$ cat src/hdl/dib_pkg.sv
`default_nettype none
package dib_pkg;
  // register byte addresses
  localparam logic [7:0] DIB_CFG_ONE_ADDR = 8'h00;
  localparam logic [7:0] DIB_CFG_TWO_ADDR = 8'h04;
  localparam logic [7:0] DIB_AUX_CFG_ADDR = 8'h08;
  localparam logic [7:0] DIB_COMP_ADDR = 8'h0C;
  localparam logic [7:0] DIB_FUNC_ADDR = 8'h10;
  localparam logic [7:0] DIB_DAC_ADDR = 8'h14;
  localparam logic [7:0] DIB_MEAS_ADDR = 8'h18;
  localparam logic [7:0] DIB_VOLT_ADDR = 8'h1C;
  // input_config_reg_one fields
  localparam int DIB_TIME_LSB = 0;
  localparam int DIB_TIME_W = 5;
  localparam int DIB_MODE_BIT = 5;
  localparam int DIB_INV_BIT = 6;
  // input_config_reg_two fields
  localparam int DIB_UNBUF_BIT = 0;
  // field widths and reset values
  localparam int DIB_AUX_W = 3;
  localparam int DIB_FUNC_W = 4;
  localparam int DIB_DAC_W = 14;
  localparam int DIB_MEAS_W = 16;
  localparam int DIB_CNT_W = 17;
  localparam logic [6:0] DIB_CFG_ONE_RST = 7'h00;
  localparam logic [2:0] DIB_AUX_RST = 3'h0;
  localparam logic [3:0] DIB_FUNC_RST = 4'h0;
  localparam logic [13:0] DIB_DAC_RST = 14'h0000;
  // aux pin function driving the debounced input
  localparam logic [2:0] DIB_AUX_DIN = 3'h3;
  // channel functions
  localparam logic [3:0] DIB_FUNC_HIZ = 4'h0;
  localparam logic [3:0] DIB_FUNC_DIN_LOOP = 4'h9;
  // span of loop-powered measurement in millivolts, full scale 2^16
  localparam int DIB_SPAN_MV = 12000;
  localparam int DIB_MEAS_SHIFT = 16;
  // timing
  localparam int DIB_CLK_NS = 10;
  localparam int DIB_SAMPLE_NS = 800;
  localparam int DIB_SAMPLE_CYC = DIB_SAMPLE_NS / DIB_CLK_NS;

  // debounce duration per time code in ns
  function automatic int unsigned dib_dur_ns(input logic [4:0] code);
    case (code)
      5'h01: return 13000;     5'h02: return 18700;     5'h03: return 24400;
      5'h04: return 32500;     5'h05: return 42300;     5'h06: return 56100;
      5'h07: return 75600;     5'h08: return 100800;    5'h09: return 130100;
      5'h0A: return 180500;    5'h0B: return 240600;    5'h0C: return 320300;
      5'h0D: return 420300;    5'h0E: return 560200;    5'h0F: return 750400;
      5'h10: return 1000800;   5'h11: return 1300800;   5'h12: return 1800800;
      5'h13: return 2400800;   5'h14: return 3200800;   5'h15: return 4200800;
      5'h16: return 5600800;   5'h17: return 7500700;   5'h18: return 10000700;
      5'h19: return 13000700;  5'h1A: return 18000600;  5'h1B: return 24000600;
      5'h1C: return 32000500;  5'h1D: return 42000400;  5'h1E: return 56000300;
      5'h1F: return 75000000;
      default: return 0;
    endcase
  endfunction : dib_dur_ns

  // samples per duration, rounded to nearest, at least one
  function automatic logic [DIB_CNT_W-1:0] dib_target(input logic [4:0] code);
    int unsigned t;
    t = (dib_dur_ns(code) + DIB_SAMPLE_NS / 2) / DIB_SAMPLE_NS;
    if (t == 0) begin
      t = 1;
    end
    return t[DIB_CNT_W-1:0];
  endfunction : dib_target
endpackage : dib_pkg
`default_nettype wire

$ cat src/hdl/dib_tick.sv
`timescale 1ns/1ps
`default_nettype none
module dib_tick
  import dib_pkg::*;
#(
  parameter int PERIOD = DIB_SAMPLE_CYC
) (
  input wire logic pclk,
  input wire logic presetn,
  input wire logic clk_en,
  output logic tick_q
);
  localparam int CW = $clog2(PERIOD + 1);
  localparam logic [CW-1:0] LAST = CW'(PERIOD - 1);
  logic [CW-1:0] cnt_q;

  // free-running divider, one pulse per sample period
  always_ff @(posedge pclk or negedge presetn) begin
    if (!presetn) begin
      cnt_q <= '0;
      tick_q <= 1'b0;
    end else if (clk_en) begin
      tick_q <= (cnt_q == LAST);
      cnt_q <= (cnt_q == LAST) ? '0 : cnt_q + 1'b1;
    end
  end
endmodule : dib_tick
`default_nettype wire

$ cat src/hdl/dib_core.sv
`timescale 1ns/1ps
`default_nettype none
module dib_core
  import dib_pkg::*;
(
  input wire logic pclk,
  input wire logic presetn,
  input wire logic clk_en,
  input wire logic tick,
  input wire logic sample,
  input wire logic mode,
  input wire logic bypass,
  input wire logic [DIB_CNT_W-1:0] target,
  output logic state_q,
  output logic [DIB_CNT_W-1:0] cnt_q
);
  logic [DIB_CNT_W-1:0] inc;
  assign inc = cnt_q + 1'b1;

  // one decision per sample tick
  always_ff @(posedge pclk or negedge presetn) begin
    if (!presetn) begin
      state_q <= 1'b0;
      cnt_q <= '0;
    end else if (clk_en && tick) begin
      if (bypass) begin
        state_q <= sample;
        cnt_q <= '0;
      end else if (sample != state_q) begin
        // count toward the new level in both modes
        if (inc >= target) begin
          state_q <= sample;
          cnt_q <= '0;
        end else begin
          cnt_q <= inc;
        end
      end else if (mode) begin
        cnt_q <= '0;
      end else if (cnt_q != '0) begin
        cnt_q <= cnt_q - 1'b1; // reversal undoes progress
      end
    end
  end
endmodule : dib_core
`default_nettype wire

$ cat src/hdl/dib_top.sv
// Contract
// - comparator watches sense-low pin; unbuffered enable makes it watch output pin.
// - comparator output sampled every 800 ns before debouncing.
// - 5-bit time code picks duration; code zero bypasses the debouncer.
// - codes 0x01 to 0x1F each select a fixed duration from the table.
// - one mode bit picks the algorithm; mode 0 after reset.
// - mode 0 counts up on differing samples, down on reverting ones.
// - mode 0 output takes the new level when the target count is met.
// - mode 1 counts differing samples, flips output and clears at target.
// - mode 1 clears the count whenever a sample matches the output.
// - conditioned result goes to comparator state register and aux pin.
// - aux pin in digital input function drives the debounced signal.
// - loop-powered mode sources current limited by the DAC code register.
// - loop-powered measurement spans 0 to 12 V as code/65536 times 12 V.
// - invert bit inverts the debounced signal into the state register.
//
// The APB register port and the placing of the registers were chosen for this implementation.
`timescale 1ns/1ps
`default_nettype none
module dib_top
  import dib_pkg::*;
#(
  parameter int SAMPLE_CYC = DIB_SAMPLE_CYC
) (
  input wire logic pclk,
  input wire logic presetn,
  input wire logic clk_en,
  // apb slave
  input wire logic psel,
  input wire logic penable,
  input wire logic pwrite,
  input wire logic [7:0] paddr,
  input wire logic [31:0] pwdata,
  input wire logic [3:0] pstrb,
  output logic [31:0] prdata,
  output logic pready,
  output logic pslverr,
  // comparator results for each watched pin
  input wire logic comp_sense_low_pin,
  input wire logic comp_channel_output_pin,
  // converter result in loop-powered mode
  input wire logic [DIB_MEAS_W-1:0] adc_code,
  input wire logic adc_valid,
  // analog side controls
  output logic comp_watch_output_q,
  output logic current_source_en_q,
  output logic [DIB_DAC_W-1:0] current_limit_q,
  // first auxiliary pin
  output logic aux_pin_out_q,
  output logic aux_pin_oe_q
);
  // input_config_reg_one: time code, mode, invert
  logic [DIB_TIME_W-1:0] time_code_q;
  logic mode_q;
  logic invert_q;
  // input_config_reg_two
  logic unbuf_q;
  // other configuration
  logic [DIB_AUX_W-1:0] aux_cfg_q;
  logic [DIB_FUNC_W-1:0] func_q;
  logic [DIB_DAC_W-1:0] dac_q;
  logic [DIB_MEAS_W-1:0] meas_q;
  logic [DIB_MEAS_W-1:0] volt_mv_q;
  // datapath
  logic tick;
  logic sampled_q;
  logic [DIB_CNT_W-1:0] target_q;
  logic [DIB_TIME_W-1:0] target_code_q;
  logic deb_state;
  logic [DIB_CNT_W-1:0] deb_cnt;
  logic comp_state_q;
  // bus decode
  logic setup;
  logic access;
  logic wr_en;
  logic known;
  logic [31:0] rd_d;
  logic [31:0] volt_full;

  // --------------------------------------------------------------
  // apb handshake
  // --------------------------------------------------------------

  // setup cycle seen; access ends after exactly one wait-free cycle
  assign setup = psel && !penable;
  assign access = psel && penable && pready;
  assign wr_en = access && pwrite;

  // every mapped offset is one aligned word
  always_comb begin
    unique case (paddr)
      DIB_CFG_ONE_ADDR, DIB_CFG_TWO_ADDR, DIB_AUX_CFG_ADDR,
      DIB_COMP_ADDR, DIB_FUNC_ADDR, DIB_DAC_ADDR,
      DIB_MEAS_ADDR, DIB_VOLT_ADDR: known = 1'b1;
      default: known = 1'b0;
    endcase
  end

  // pready rises in the access cycle, registered
  always_ff @(posedge pclk or negedge presetn) begin
    if (!presetn) begin
      pready <= 1'b0;
    end else if (clk_en) begin
      pready <= setup;
    end
  end

  // unmapped addresses answer with an error and no effect
  always_ff @(posedge pclk or negedge presetn) begin
    if (!presetn) begin
      pslverr <= 1'b0;
    end else if (clk_en) begin
      pslverr <= setup && !known;
    end
  end

  // --------------------------------------------------------------
  // read mux
  // --------------------------------------------------------------

  // read data captured in setup, so it leaves a flop
  always_comb begin
    rd_d = 32'h0000_0000;
    unique case (paddr)
      DIB_CFG_ONE_ADDR: begin
        rd_d[DIB_TIME_LSB +: DIB_TIME_W] = time_code_q;
        rd_d[DIB_MODE_BIT] = mode_q;
        rd_d[DIB_INV_BIT] = invert_q;
      end
      DIB_CFG_TWO_ADDR: rd_d[DIB_UNBUF_BIT] = unbuf_q;
      DIB_AUX_CFG_ADDR: rd_d[DIB_AUX_W-1:0] = aux_cfg_q;
      DIB_COMP_ADDR: rd_d[0] = comp_state_q;
      DIB_FUNC_ADDR: rd_d[DIB_FUNC_W-1:0] = func_q;
      DIB_DAC_ADDR: rd_d[DIB_DAC_W-1:0] = dac_q;
      DIB_MEAS_ADDR: rd_d[DIB_MEAS_W-1:0] = meas_q;
      DIB_VOLT_ADDR: rd_d[DIB_MEAS_W-1:0] = volt_mv_q;
      default: rd_d = 32'h0000_0000;
    endcase
  end

  // hold read data across the access phase
  always_ff @(posedge pclk or negedge presetn) begin
    if (!presetn) begin
      prdata <= 32'h0000_0000;
    end else if (clk_en && setup) begin
      prdata <= pwrite ? 32'h0000_0000 : rd_d;
    end
  end

  // --------------------------------------------------------------
  // writable registers, byte lane zero carries all fields but the upper dac code bits
  // --------------------------------------------------------------

  // time code, mode bit and invert bit; mode 0 after reset
  always_ff @(posedge pclk or negedge presetn) begin
    if (!presetn) begin
      time_code_q <= DIB_CFG_ONE_RST[DIB_TIME_LSB +: DIB_TIME_W];
      mode_q <= DIB_CFG_ONE_RST[DIB_MODE_BIT];
      invert_q <= DIB_CFG_ONE_RST[DIB_INV_BIT];
    end else if (clk_en && wr_en && paddr == DIB_CFG_ONE_ADDR && pstrb[0]) begin
      time_code_q <= pwdata[DIB_TIME_LSB +: DIB_TIME_W];
      mode_q <= pwdata[DIB_MODE_BIT];
      invert_q <= pwdata[DIB_INV_BIT];
    end
  end

  // unbuffered enable
  always_ff @(posedge pclk or negedge presetn) begin
    if (!presetn) begin
      unbuf_q <= 1'b0;
    end else if (clk_en && wr_en && paddr == DIB_CFG_TWO_ADDR && pstrb[0]) begin
      unbuf_q <= pwdata[DIB_UNBUF_BIT];
    end
  end

  // aux pin function select
  always_ff @(posedge pclk or negedge presetn) begin
    if (!presetn) begin
      aux_cfg_q <= DIB_AUX_RST;
    end else if (clk_en && wr_en && paddr == DIB_AUX_CFG_ADDR && pstrb[0]) begin
      aux_cfg_q <= pwdata[DIB_AUX_W-1:0];
    end
  end

  // channel function; high impedance after reset
  always_ff @(posedge pclk or negedge presetn) begin
    if (!presetn) begin
      func_q <= DIB_FUNC_RST;
    end else if (clk_en && wr_en && paddr == DIB_FUNC_ADDR && pstrb[0]) begin
      func_q <= pwdata[DIB_FUNC_W-1:0];
    end
  end

  // dac code, two byte lanes
  always_ff @(posedge pclk or negedge presetn) begin
    if (!presetn) begin
      dac_q <= DIB_DAC_RST;
    end else if (clk_en && wr_en && paddr == DIB_DAC_ADDR) begin
      if (pstrb[0]) begin
        dac_q[7:0] <= pwdata[7:0];
      end
      if (pstrb[1]) begin
        dac_q[DIB_DAC_W-1:8] <= pwdata[DIB_DAC_W-1:8];
      end
    end
  end

  // --------------------------------------------------------------
  // loop-powered current source and measurement
  // --------------------------------------------------------------

  // current limit follows the dac code only in loop-powered mode
  always_ff @(posedge pclk or negedge presetn) begin
    if (!presetn) begin
      current_source_en_q <= 1'b0;
      current_limit_q <= DIB_DAC_RST;
    end else if (clk_en) begin
      current_source_en_q <= (func_q == DIB_FUNC_DIN_LOOP);
      current_limit_q <= (func_q == DIB_FUNC_DIN_LOOP) ? dac_q : DIB_DAC_RST;
    end
  end

  // millivolts = code * 12000 / 65536, truncated
  assign volt_full = (32'(adc_code) * 32'(DIB_SPAN_MV)) >> DIB_MEAS_SHIFT;

  // latest conversion and its voltage, both held until the next
  always_ff @(posedge pclk or negedge presetn) begin
    if (!presetn) begin
      meas_q <= '0;
      volt_mv_q <= '0;
    end else if (clk_en && adc_valid) begin
      meas_q <= adc_code;
      volt_mv_q <= volt_full[DIB_MEAS_W-1:0];
    end
  end

  // --------------------------------------------------------------
  // comparator source select
  // --------------------------------------------------------------

  // tells the analog side which pin the comparator watches
  always_ff @(posedge pclk or negedge presetn) begin
    if (!presetn) begin
      comp_watch_output_q <= 1'b0;
    end else if (clk_en) begin
      comp_watch_output_q <= unbuf_q;
    end
  end

  // --------------------------------------------------------------
  // sampling
  // --------------------------------------------------------------

  dib_tick #(
    .PERIOD(SAMPLE_CYC)
  ) u_tick (
    .pclk(pclk),
    .presetn(presetn),
    .clk_en(clk_en),
    .tick_q(tick)
  );

  // one sample of the selected comparator each 800 ns
  always_ff @(posedge pclk or negedge presetn) begin
    if (!presetn) begin
      sampled_q <= 1'b0;
    end else if (clk_en && tick) begin
      sampled_q <= unbuf_q ? comp_channel_output_pin : comp_sense_low_pin;
    end
  end

  // --------------------------------------------------------------
  // debounce target
  // --------------------------------------------------------------

  // recomputed when the code moves; the divide stays off the
  // counter path at the cost of one cycle of lag
  always_ff @(posedge pclk or negedge presetn) begin
    if (!presetn) begin
      target_code_q <= '0;
      target_q <= DIB_CNT_W'(1); // code zero bypasses, so the target is unused here
    end else if (clk_en && target_code_q != time_code_q) begin
      target_code_q <= time_code_q;
      target_q <= dib_target(time_code_q);
    end
  end

  // --------------------------------------------------------------
  // debouncer; samples lag the comparator by one tick
  // --------------------------------------------------------------

  dib_core u_core (
    .pclk(pclk),
    .presetn(presetn),
    .clk_en(clk_en),
    .tick(tick),
    .sample(sampled_q),
    .mode(mode_q),
    .bypass(time_code_q == '0),
    .target(target_q),
    .state_q(deb_state),
    .cnt_q(deb_cnt)
  );

  // --------------------------------------------------------------
  // result delivery
  // --------------------------------------------------------------

  // software view, optionally inverted
  always_ff @(posedge pclk or negedge presetn) begin
    if (!presetn) begin
      comp_state_q <= 1'b0;
    end else if (clk_en) begin
      comp_state_q <= deb_state ^ invert_q;
    end
  end

  // aux pin carries the debounced level only in digital input function
  always_ff @(posedge pclk or negedge presetn) begin
    if (!presetn) begin
      aux_pin_out_q <= 1'b0;
      aux_pin_oe_q <= 1'b0;
    end else if (clk_en) begin
      aux_pin_oe_q <= (aux_cfg_q == DIB_AUX_DIN);
      aux_pin_out_q <= (aux_cfg_q == DIB_AUX_DIN) && deb_state;
    end
  end

  // count value is internal only; kept visible for debug probes
  logic unused_cnt;
  assign unused_cnt = ^deb_cnt;
endmodule : dib_top
`default_nettype wire

$ cat config.mk
export PLATFORM = sky130hd
export DESIGN_NAME = dib_top
export DESIGN_NICKNAME = d
export VERILOG_FILES = /design/src/hdl/dib_pkg.sv /design/src/hdl/dib_tick.sv /design/src/hdl/dib_core.sv /design/src/hdl/dib_top.sv
export SDC_FILE = /design/constraint.sdc
export NUM_CORES = 1
export LEC_CHECK = 0
export ABC_AREA = 1
export BUFFER_PORTS_ARGS = -buffer_cell sky130_fd_sc_hd__buf_2
export CAP_MARGIN = 20
export CORE_MARGIN = 4
export CORE_UTILIZATION = 31
export DETAILED_ROUTE_END_ITERATION = 7
export PLACE_DENSITY = 0.47
export REMOVE_ABC_BUFFERS = 1
export SLEW_MARGIN = 20
export SYNTH_ARGS = -nofsm -noshare
export SYNTH_HDL_FRONTEND = slang
export SYNTH_SLANG_ARGS = --single-unit
$ cat constraint.sdc
create_clock -name pclk -period 11.78 [get_ports pclk]
set_clock_uncertainty 0.2 [all_clocks]
set_input_delay 2.356 -clock pclk [delete_from_list [all_inputs] [get_ports pclk]]
set_output_delay 2.356 -clock pclk [all_outputs]
set_load 0.01 [all_outputs]
==> metrics.md, run 1 <==
| Metric | Value |
|---|---|
| Core Region | roughly 0.045 mm2 |
| Distinct cell type count after synthesis | a little under 70 |
| Ranking of synthesized cells by area | dfrtp_1 26%, nand2_1 11%, fa_1 9.6% |
| Reg clk slew, reported paths | around 0.070 ns |
| Largest stage delay, worst path | ~0.67 ns |
| CP required | around 12 ns |
| WL final | around 38000 um |
| Worst Setup Slack, final | 1.66 ns |
| Grt ovf | 0 |
| Buf/Inv on CP | 4 |
| Status | finished, final reports clean |
| Die Span X | roughly 220 um |
| H-tree Lvls | 4 |
| CTS sink cnt | ~150 |
| Die area | 0.0487 mm2 |
| Initial antenna violation count | 0 |
| Die Ht | ~220 um |
| Async set or reset register ratio after synthesis | 100% |
| Ys flop type | dfrtp_1 |
| Residual DRC | 0 |
| P_leak | about 8 nW |
| Dpl ws | 1.65 ns |
| Vias in the first global route | between 10000 and 15000 |
| Clock Path Buffers | 2 |
| Crit path capture type | flip-flop |
| Clock Tree Root | clkbuf_16 |
| Fmax | ~0.099 GHz |
| Dpl hpwl | slightly below 30000 um |
| I/O pin count | 121 |
| Worst R2R Start | time_code_q[1] |
| Largest area contributor in the netlist | dfrtp_1 |
| Post-CTS Setup Bufs | 0 |
| Part of the cycle the worst path needs | approximately 86% |
| Hold Vio Cnt, Final | 0 |
| Data arrival, critical path | between 10 and 15 ns |
| Worst hold margin | between 0.2 and 0.3 ns |
| Initial Utilization | 31.5% |
| Power Total | between 1.5 and 2 mW |
| CP Launch Type | flip-flop |
| Via density | approximately 4.7 |
| CTS tree | built |
| Antenna viol nets, final | 0 |
| Rows | 77 |
| Clock Latency Late Sink | between 0.4 and 0.5 ns |
| # resized after CTS | 0 |
| Worst Setup SP | time_code_q[1] |
| Worst-Margin Slew | 0.959 ns |
| Synth warn | 0 |
| First-pass GRT wire length | between 60000 and 70000 um |
| Pre-antenna DRT Iters | 6 |
| Port Buf Inserts | 84 |
| P&R area growth vs syn | 11.1% |
| Min-delay worst type | flip-flop to flip-flop |
| Worst R2R Setup Slack | roughly 1.7 ns |
| GRT Resource Usage Total | approximately 16% |
| Minimum clock period | a little over 10 ns |
| FF+latch count, synth | between 100 and 150 |
| Setup TNS | 0 ns |
| Maxcap violations | 0 |
| Post-Synthesis Cells | 1892 |
| Post-synthesis sequential area ratio | between 20% and 30% |
| Setup CP Type | flip-flop to flip-flop |
| Startpoint of the worst hold path | comp_watch_output_q |
| Slew Viols, Final | 0 |
| Cts-stage hold buffer count | 0 |
| Netlist Area Pre-Place | around 0.014 mm2 |
| WL/cell | roughly 15 um |
| GPL Wtd Cong | between 0.8 and 0.9 |
| Syn_area_per_cell | about 7.4 um2 |
| Worst vdd ir | approximately 96 uV |
| Setup violators final | 0 |
| Critical-path cell with the highest stage delay | dfrtp_1 |
| Number of DRC markers in iteration 0 | 756 |
| Antenna cells | 0 |
| Worst Path Max Fanout | 13 |
| Share of the synthesized area in the top cell type | ~26% |
| Unrepaired setup endpoints after global routing | no |
| Post-synth EDFFs | 0 |
| Slew HR | approximately 36% |
| Most used cell, CP | nand2_2 |
| Layout net count | 2195 |
| Cell area power density | approximately 130 mW/mm2 |
| Share of layout cells above drive strength 1 | 14.6% |
| Via count | 12139 |
| Top Family by Delay on Critical Path | simple AND/OR/NAND/NOR gates |
| Pin count of the biggest net entering global routing | between 70 and 80 |
| Clock buffer count from CTS | 17 |
==> synth_stat cells, types with 14 or more instances <==
master    number
a21oi_1       51
a221oi_1      14
buf_4         18
clkbuf_1      28
dfrtp_1      144
fa_1          67
ha_1          97
inv_1        320
inv_2         35
nand2_1      416
nand2_2       47
nand2_4       24
nand3_1      105
nand4_1       28
nor2_1       113
nor3_1        32
o21ai_0      140
o21ai_1       20
xor2_1        43
==> cells by family after synthesis <==
group,count (synthesis),synth area share (%)
flip-flops,145,25.9
XOR/XNOR,51,3.18
AND/OR/NAND/NOR,819,28.0
other,1,0.0267
buffers and inverters,411,11.5
AO/OA/AOI/OAI,289,12.2
multiplexers,12,0.963
adder cells (fa/ha/maj),164,18.2
==> through the flow <==
stage / utilization (%) / instance area [um2] / cells
after detailed placement: 33.8 / 15000 / 2535
final: 35.0 / 15600 / 2566
after floorplan: - / 13800 / 1855
after global placement: 33.8 / 15000 / 2535
after global routing: 35.0 / 15600 / 2566
after CTS: 35.0 / 15600 / 2566
==> final timing paths <==
| check | cells past startpoint | end |
|---|---|---|
| max in group asynchronous | 2 | current_limit_q[9] |
| max | 77 | target_q[0] |
| min | 2 | comp_watch_output_q |
| max reg2reg | 77 | target_q[0] |
| min in group asynchronous | 1 | target_q[12] |
| min reg2reg | 2 | comp_watch_output_q |
==> per-layer routing <==
metal | global-route usage [%] | wire length [um] | vias to the layer above
li1 | - | - | 6200
met1 | 21.8 | 18100 | 5741
met2 | 27.4 | 17900 | 176
met3 | 2.20 | 1210 | 22
met4 | 2.60 | 307 | 0
met5 | 0 | 0 | -
==> cell usage in the layout, fill, tap and decap left out, types with 51 or more instances in the layout <==
cell type	netlist	layout
nand2_1	416	416
inv_1	320	320
nor2_1	113	113
dfrtp_1	144	144
o21ai_0	140	140
fa_1	67	67
buf_2	5	83
nand3_1	105	105
a21oi_1	51	51
ha_1	97	97
==> worst reg2reg max path: cells and delay by family, from the launching register on <==
| family | cells | cell delay, ns |
|---|---|---|
| buffers and inverters | 4 | 0.72 |
| and+or+nand+nor | 72 | 7.90 |
| DFF | 1 | 0.67 |
| adders and majority gates | 1 | 0.53 |
==> cell type report <==
| class | instances | area (um2) |
|---|---|---|
| Timing Repair Buffer | 88 | 457 |
| Multi-Input combinational cell | 1351 | 8850 |
| Tap cell | 592 | 741 |
| Fill cell | 4791 | 28900 |
| Clock buffer | 17 | 425 |
| Inverter | 359 | 1350 |
| Clock inverter | 14 | 144 |
| Sequential cell | 145 | 3630 |
==> report_power, final <==
group / total [mW] / switching [mW] / internal [mW]
Combinational: 0.816 / 0.487 / 0.329
Clock: 0.535 / 0.239 / 0.297
Sequential: 0.627 / 0.0568 / 0.570
==> state kept, by name, summed over array words and instances (netlist names), 3 cells and up <==
name             count
u_tick.cnt_q         7
volt_mv_q           14
dac_q               14
u_core.cnt_q        17
aux_cfg_q            3
time_code_q          5
current_limit_q     14
target_q            17
meas_q              16
func_q               4
prdata              16
target_code_q        5
(Power assumes the default switching activity.)
==> run 2, diff against run 1 <==
--- a/config.mk
+++ b/config.mk
@@ -10,7 +10,9 @@
 export CAP_MARGIN = 20
 export CORE_MARGIN = 4
 export CORE_UTILIZATION = 31
+export CTS_BUF_LIST = sky130_fd_sc_hd__clkbuf_16
 export DETAILED_ROUTE_END_ITERATION = 7
+export GPL_TIMING_DRIVEN = 0
 export PLACE_DENSITY = 0.47
 export REMOVE_ABC_BUFFERS = 1
 export SLEW_MARGIN = 20
==> constraint.sdc (replaced) <==
create_clock -name pclk -period 12.5 [get_ports pclk]
set_clock_uncertainty 0.2 [all_clocks]
set_input_delay 2.5 -clock pclk [delete_from_list [all_inputs] [get_ports pclk]]
set_output_delay 2.5 -clock pclk [all_outputs]
set_load 0.01 [all_outputs]
==> run 2 against run 1 <==
First-iteration DRC count decreased by 4.9%. Clock power is essentially flat. Maximum frequency is 0.79% higher. Largest cell class unchanged. Global-route usage about the same. Critical path depth grew 4. Utilization increased by 0.21 points. Sequential share of layout area down 0.14 points. Via count down 0.60%. Count of clock-buffer cells in the layout unchanged. Wire length rose by 0.63%. Die area unchanged. Sequential power down 5.4%.
==> metrics.md, run 2 (synthesis gave the netlist of run 1 again) <==
| Metric | Value |
|---|---|
| Worst Path Max Fanout | 13 |
| Setup TNS | 0 ns |
| Pre-antenna DRT Iters | 5 |
| Clock Path Buffers | 2 |
| Setup CP Type | flip-flop to flip-flop |
| Most frequent cells in the layout | 415 x nand2_1, 321 x inv_1, 144 x dfrtp_1 |
| Die Span X | about 220 um |
| Antenna viol nets, final | 0 |
| Core Region | between 0.04 and 0.05 mm2 |
| Antenna cells | 0 |
| Port Buf Inserts | between 80 and 90 |
| Clock Latency Late Sink | ~0.42 ns |
| H-tree Lvls | 4 |
| Dpl hpwl | ~30000 um |
| Final core occ | 35.2% |
| Most used cell, CP | nand2_2 |
| Setup violators final | 0 |
| CTS tree | built |
| Worst Setup SP | time_code_q[1] |
| Buf/Inv on CP | 5 |
| Reg-to-Reg End | target_q[0] |
| CP required | between 10 and 15 ns |
| CP Launch Type | flip-flop |
| Min-delay worst type | flip-flop to flip-flop |
| GPL Wtd Cong | 0.894 |
| # resized after CTS | 0 |
| Biggest regs | target_q: 17 flops, u_core.cnt_q: 17 flops |
| Commonest non-fill, non-tap cell in the layout | nand2_1 |
| Die area | between 0.04 and 0.05 mm2 |
| Layout net count | roughly 2200 |
| Status | finished, final reports clean |
| WL final | roughly 38000 um |
| Hold Vio Cnt, Final | 0 |
| Worst R2R Path Depth | 81 |
| Largest stage delay, worst path | roughly 0.66 ns |
| Clock buffer count from CTS | 17 |
| Die Ht | about 220 um |
| Worst-Margin Slew | a little over 1 ns |
| Post-CTS Setup Bufs | 0 |
| Slew Viols, Final | 0 |
| Initial antenna violation count | 0 |
| Final cell count without fillers | 2567 |
| Unrepaired setup endpoints after global routing | no |
| Cell area power density | between 100 and 150 mW/mm2 |
| CTS sink cnt | 145 |
| Placed insts | roughly 2500 |
| Slew HR | 30.8% |
| Share of layout cells above drive strength 1 | between 10% and 20% |
| Part of the cycle the worst path needs | approximately four fifths |
| Fill cells | roughly 4800 |
| I/O pin count | roughly 120 |
| Worst vdd ir | roughly 92 uV |
| Critical-path cell with the highest stage delay | dfrtp_1 |
| Residual DRC | 0 |
| Power Total | 1.89 mW |
| Worst R2R Start | time_code_q[1] |
| Worst R2R Setup Slack | 2.46 ns |
| Via count | 12066 |
| Top Family by Delay on Critical Path | simple AND/OR/NAND/NOR gates |
| Finished Cell Area | between 0.015 and 0.02 mm2 |
| Number of DRC markers in iteration 0 | roughly 720 |
| Vias in the first global route | 12065 |
| Clock Tree Root | clkbuf_16 |
| Maxcap violations | 0 |
| P_leak | just over 8 nW |
| Reg clk slew, reported paths | around 0.060 ns |
| First-pass GRT wire length | roughly 63000 um |
| Worst path depth | 81 |
| Initial Utilization | a little under a third |
| P&R area growth vs syn | 11.8% |
| Crit path capture type | flip-flop |
| Via density | about 4.7 |
| Worst Setup EP | target_q[0] |
| Grt ovf | 0 |
| GRT Resource Usage Total | 16.0% |
| Rows | 77 |
| Placed inst area | ~0.015 mm2 |
| Fmax | 0.0996 GHz |
| Data arrival, critical path | slightly above 10 ns |
| Cts-stage hold buffer count | 0 |
| Pin count of the biggest net entering global routing | between 80 and 90 |
| Minimum clock period | approximately 10 ns |
| WL/cell | roughly 15 um |
run 2: per-stage QoR:
stage | hold WS (ns) | setup slack, ns
2_1_floorplan | 0.250 | 4.04
3_3_place_gp | 0.261 | 2.45
3_5_place_dp | 0.266 | 2.37
4_1_cts | 0.280 | 2.30
5_1_grt | 0.287 | 1.11
6_report | 0.275 | 2.46
run 2: cell type report:
cell class,instances,area [um2],area share (%)
clock buffer,17,425,2.71
clock inverter,15,179,1.14
inverter,359,1350,8.59
multi-input combinational,1351,8860,56.5
sequential,145,3630,23.1
tap,592,741,4.72
timing repair buffer,88,508,3.24
run 2: power by group:
| part | internal (mW) | leakage, nW | switching [mW] |
|---|---|---|---|
| combinational | 0.315 | 5.96 | 0.453 |
| clock | 0.317 | 0.294 | 0.217 |
| sequential | 0.537 | 1.81 | 0.0557 |
run 2: worst min-delay path by stage:
stage,cells past startpoint,start,to,slack (ns)
final,2,comp_watch_output_q,comp_watch_output_q,0.28
after global routing,2,comp_watch_output_q,comp_watch_output_q,0.29
after CTS,2,comp_watch_output_q,comp_watch_output_q,0.28
after detailed placement,2,comp_watch_output_q,comp_watch_output_q,0.27
after global placement,2,comp_watch_output_q,comp_watch_output_q,0.26
after floorplan,2,u_tick.tick_q,u_tick.tick_q,0.25
run 2: layer usage:
layer  track usage [%]  vias up  part of all wire (%)
met5                 0        -                     0
met4              2.08        0                  0.77
met3              2.51       16                   3.1
met2              27.7      155                    48
li1                  -     6195                     -
met1              21.6     5700                    48
run 2: worst reg2reg max path: cells and delay by family (launching register included):
kind	cells	cell delay [ns]
flip-flops	1	0.66
buffers and inverters	5	0.76
adder cells (fa/ha/maj)	1	0.51
AND/OR/NAND/NOR	75	7.78
==> run 3, diff against run 2 <==
==> constraint.sdc (replaced) <==
create_clock -name pclk -period 10.13 [get_ports pclk]
set_clock_uncertainty 0.2 [all_clocks]
set_input_delay 2.026 -clock pclk [delete_from_list [all_inputs] [get_ports pclk]]
set_output_delay 2.026 -clock pclk [all_outputs]
set_load 0.01 [all_outputs]
==> run 3 against run 2 <==
Critical path depth decreased by 1. Sequential share of layout area is 0.18 points lower. Wire length grew 0.73%. Utilization rose by 0.42 points. Global-route usage unchanged. Worst hold slack is essentially flat.
==> metrics.md, run 3 (synthesis gave the netlist of run 1 again) <==
| Metric | Value |
|---|---|
| Status | finished, final reports clean |
| P_leak | just over 8 nW |
| Number of DRC markers in iteration 0 | 674 |
| Die Span X | approximately 220 um |
| Worst vdd ir | between 100 and 150 uV |
| Core Region | ~0.045 mm2 |
| Via density | ~4.7 |
| Initial Utilization | between 30% and 40% |
| Worst Hold Path Cells | 2 |
| Slew Viols, Final | 0 |
| WL/cell | roughly 15 um |
| Hold Vio Cnt, Final | 0 |
| Global-route track usage on met1 | about 22% |
| Worst Hold End | comp_watch_output_q |
| NetSw | 0.898 mW |
| Flop pwr share | between 30% and 40% |
| Crit path capture type | flip-flop |
| Setup CP Type | flip-flop to flip-flop |
| CP Launch Type | flip-flop |
| Grt ovf | 0 |
| Die area | 0.0487 mm2 |
| H-tree Lvls | 4 |
| Port Buf Inserts | 84 |
| Dpl hpwl | around 30000 um |
| Switching power share of the total | between 30% and 40% |
| Pin count of the biggest net entering global routing | 85 |
| Via count | 12091 |
| P&R area growth vs syn | 13.1% |
| Residual DRC | 0 |
| Clock Path Buffers | 2 |
| Clock buffer count from CTS | 17 |
| Clock power share | between 20 and 30% |
| CTS sink cnt | 145 |
| WL final | between 30000 and 40000 um |
| Worst Path Max Fanout | 7 |
| Cts-stage hold buffer count | 0 |
| Antenna viol nets, final | 0 |
| Cell area power density | about 150 mW/mm2 |
| Most used cell, CP | nand2_1 |
| Worst R2R Setup Slack | about 1.1 ns |
| Minimum clock period | 9.05 ns |
| Setup TNS | 0 ns |
| Unrepaired setup endpoints after global routing | no |
| Slew HR | between 30 and 40% |
| Worst R2R Path Depth | 80 |
| Share of layout cells above drive strength 1 | between 10% and 20% |
| Min-delay worst type | flip-flop to flip-flop |
| Setup violators final | 0 |
| GRT Resource Usage Total | 16.0% |
| Critical-path cell with the highest stage delay | dfrtp_4 |
| Pre-antenna DRT Iters | 5 |
| Most frequent cells in the layout | 413 x nand2_1, 321 x inv_1, 139 x o21ai_0, 139 x dfrtp_1, 109 x nor2_1 |
| Largest stage delay, worst path | between 0.5 and 0.6 ns |
| Fill cells | 4800 |
| Met3 Track Usage GR | between 2 and 3% |
| Layout net count | between 2000 and 2500 |
| Int Power | between 1 and 1.5 mW |
| CP required | approximately 10 ns |
| CTS tree | built |
| Antenna cells | 0 |
| Initial antenna violation count | 0 |
| Rows | 77 |
| Reg-to-Reg End | target_q[0] |
| Most used routing layer | met2 |
| Maxcap violations | 0 |
| Met2 Use GR | 27.7% |
| Worst R2R Start | time_code_q[0] |
| First-pass GRT wire length | about 63000 um |
| GPL Wtd Cong | slightly below 0.9 |
| Worst-Margin Slew | ~1.0 ns |
| Data arrival, critical path | slightly above 9 ns |
| I/O pin count | 121 |
| Vias in the first global route | approximately 12000 |
| Combinational power share | between 40% and 50% |
| Part of the cycle the worst path needs | between 80% and 90% |
| Power Total | around 2.3 mW |
| Startpoint of the worst hold path | comp_watch_output_q |
| Die Ht | 221 um |
| Reg clk slew, reported paths | 0.06 ns |
| Fmax | ~0.11 GHz |
| Commonest non-fill, non-tap cell in the layout | nand2_1 |
| Clock Latency Late Sink | 0.42 ns |
| Clock Tree Root | clkbuf_16 |
| Biggest regs | target_q: 17 flops, u_core.cnt_q: 17 flops |
-- run 3: cell types whose count changed in the layout (fill, tap and decap cells not counted), moves of 2 or more --
cell | before | now
inv_2 | 35 | 32
dfrtp_2 | 0 | 2
inv_4 | 0 | 4
nand2_1 | 415 | 413
dfrtp_4 | 0 | 3
nor2_1 | 112 | 109
nor2_2 | 8 | 11
dfrtp_1 | 144 | 139
buf_4 | 0 | 8
-- run 3: repair_timing --
item	4_1_cts	5_1_grt
buffers inserted	0	9
gates resized for setup	1	32
cloned	0	0
pin swaps	0	1
setup endpoints to repair	1	4
-- run 3: final cells by class --
class / instances / area (um2) / share of cell area (%)
timing repair buffer: 97 / 579 / 3.65
clock buffer: 17 / 425 / 2.68
clock inverter: 15 / 179 / 1.13
sequential: 145 / 3640 / 23.0
tap: 592 / 741 / 4.67
inverter: 359 / 1360 / 8.55
multi-input combinational: 1351 / 8950 / 56.4
-- run 3: metal layers --
metal | wire length [um] | part of all wire (%)
met1 | 18100 | 48
met2 | 18400 | 48
met3 | 1160 | 3.1
met4 | 329 | 0.87
met5 | 0 | 0
-- run 3: metrics by stage --
step	worst slack (ns)	instance area [um2]	cells	utilization [%]	hold WS, ns
floorplan	1.95	13800	1855	-	0.250
global placement	0.0807	15000	2531	33.7	0.261
detailed placement	0.000663	15100	2535	33.9	0.266
CTS	0.155	15700	2567	35.3	0.280
global route	0.00586	15900	2576	35.7	0.287
finish	1.08	15900	2576	35.7	0.275
-- run 3: worst max-delay path, delay by kind of cell (launching register included) --
kind                       cells  cell delay (ns)
and+or+nand+nor               69             6.95
DFF                            1             0.52
adders and majority gates      1             0.21
buffers and inverters          7             0.61
AOI/OAI and AO/OA              3             0.47
-- run 3: worst max path at each step --
| stage | cells past startpoint | from | end | slack, ns |
|---|---|---|---|---|
| after floorplan | 84 | time_code_q[1] | target_q[0] | 1.95 |
| after global placement | 79 | time_code_q[1] | target_q[0] | 0.08 |
| after detailed placement | 81 | time_code_q[1] | target_q[0] | 0.0007 |
| after CTS | 81 | time_code_q[1] | target_q[0] | 0.15 |
| after global routing | 84 | time_code_q[0] | target_q[0] | 0.006 |
| final | 80 | time_code_q[0] | target_q[0] | 1.08 |
-- run 3: power by group through the flow --
stage               Clock (mW)  Sequential (mW)  Combinational, mW
finish                   0.659            0.732              0.949
global route             0.700            0.742               1.13
CTS                      0.674            0.732              0.971
detailed placement           0            0.740              0.961
global placement             0            0.739              0.933
floorplan                    0            0.718              0.723
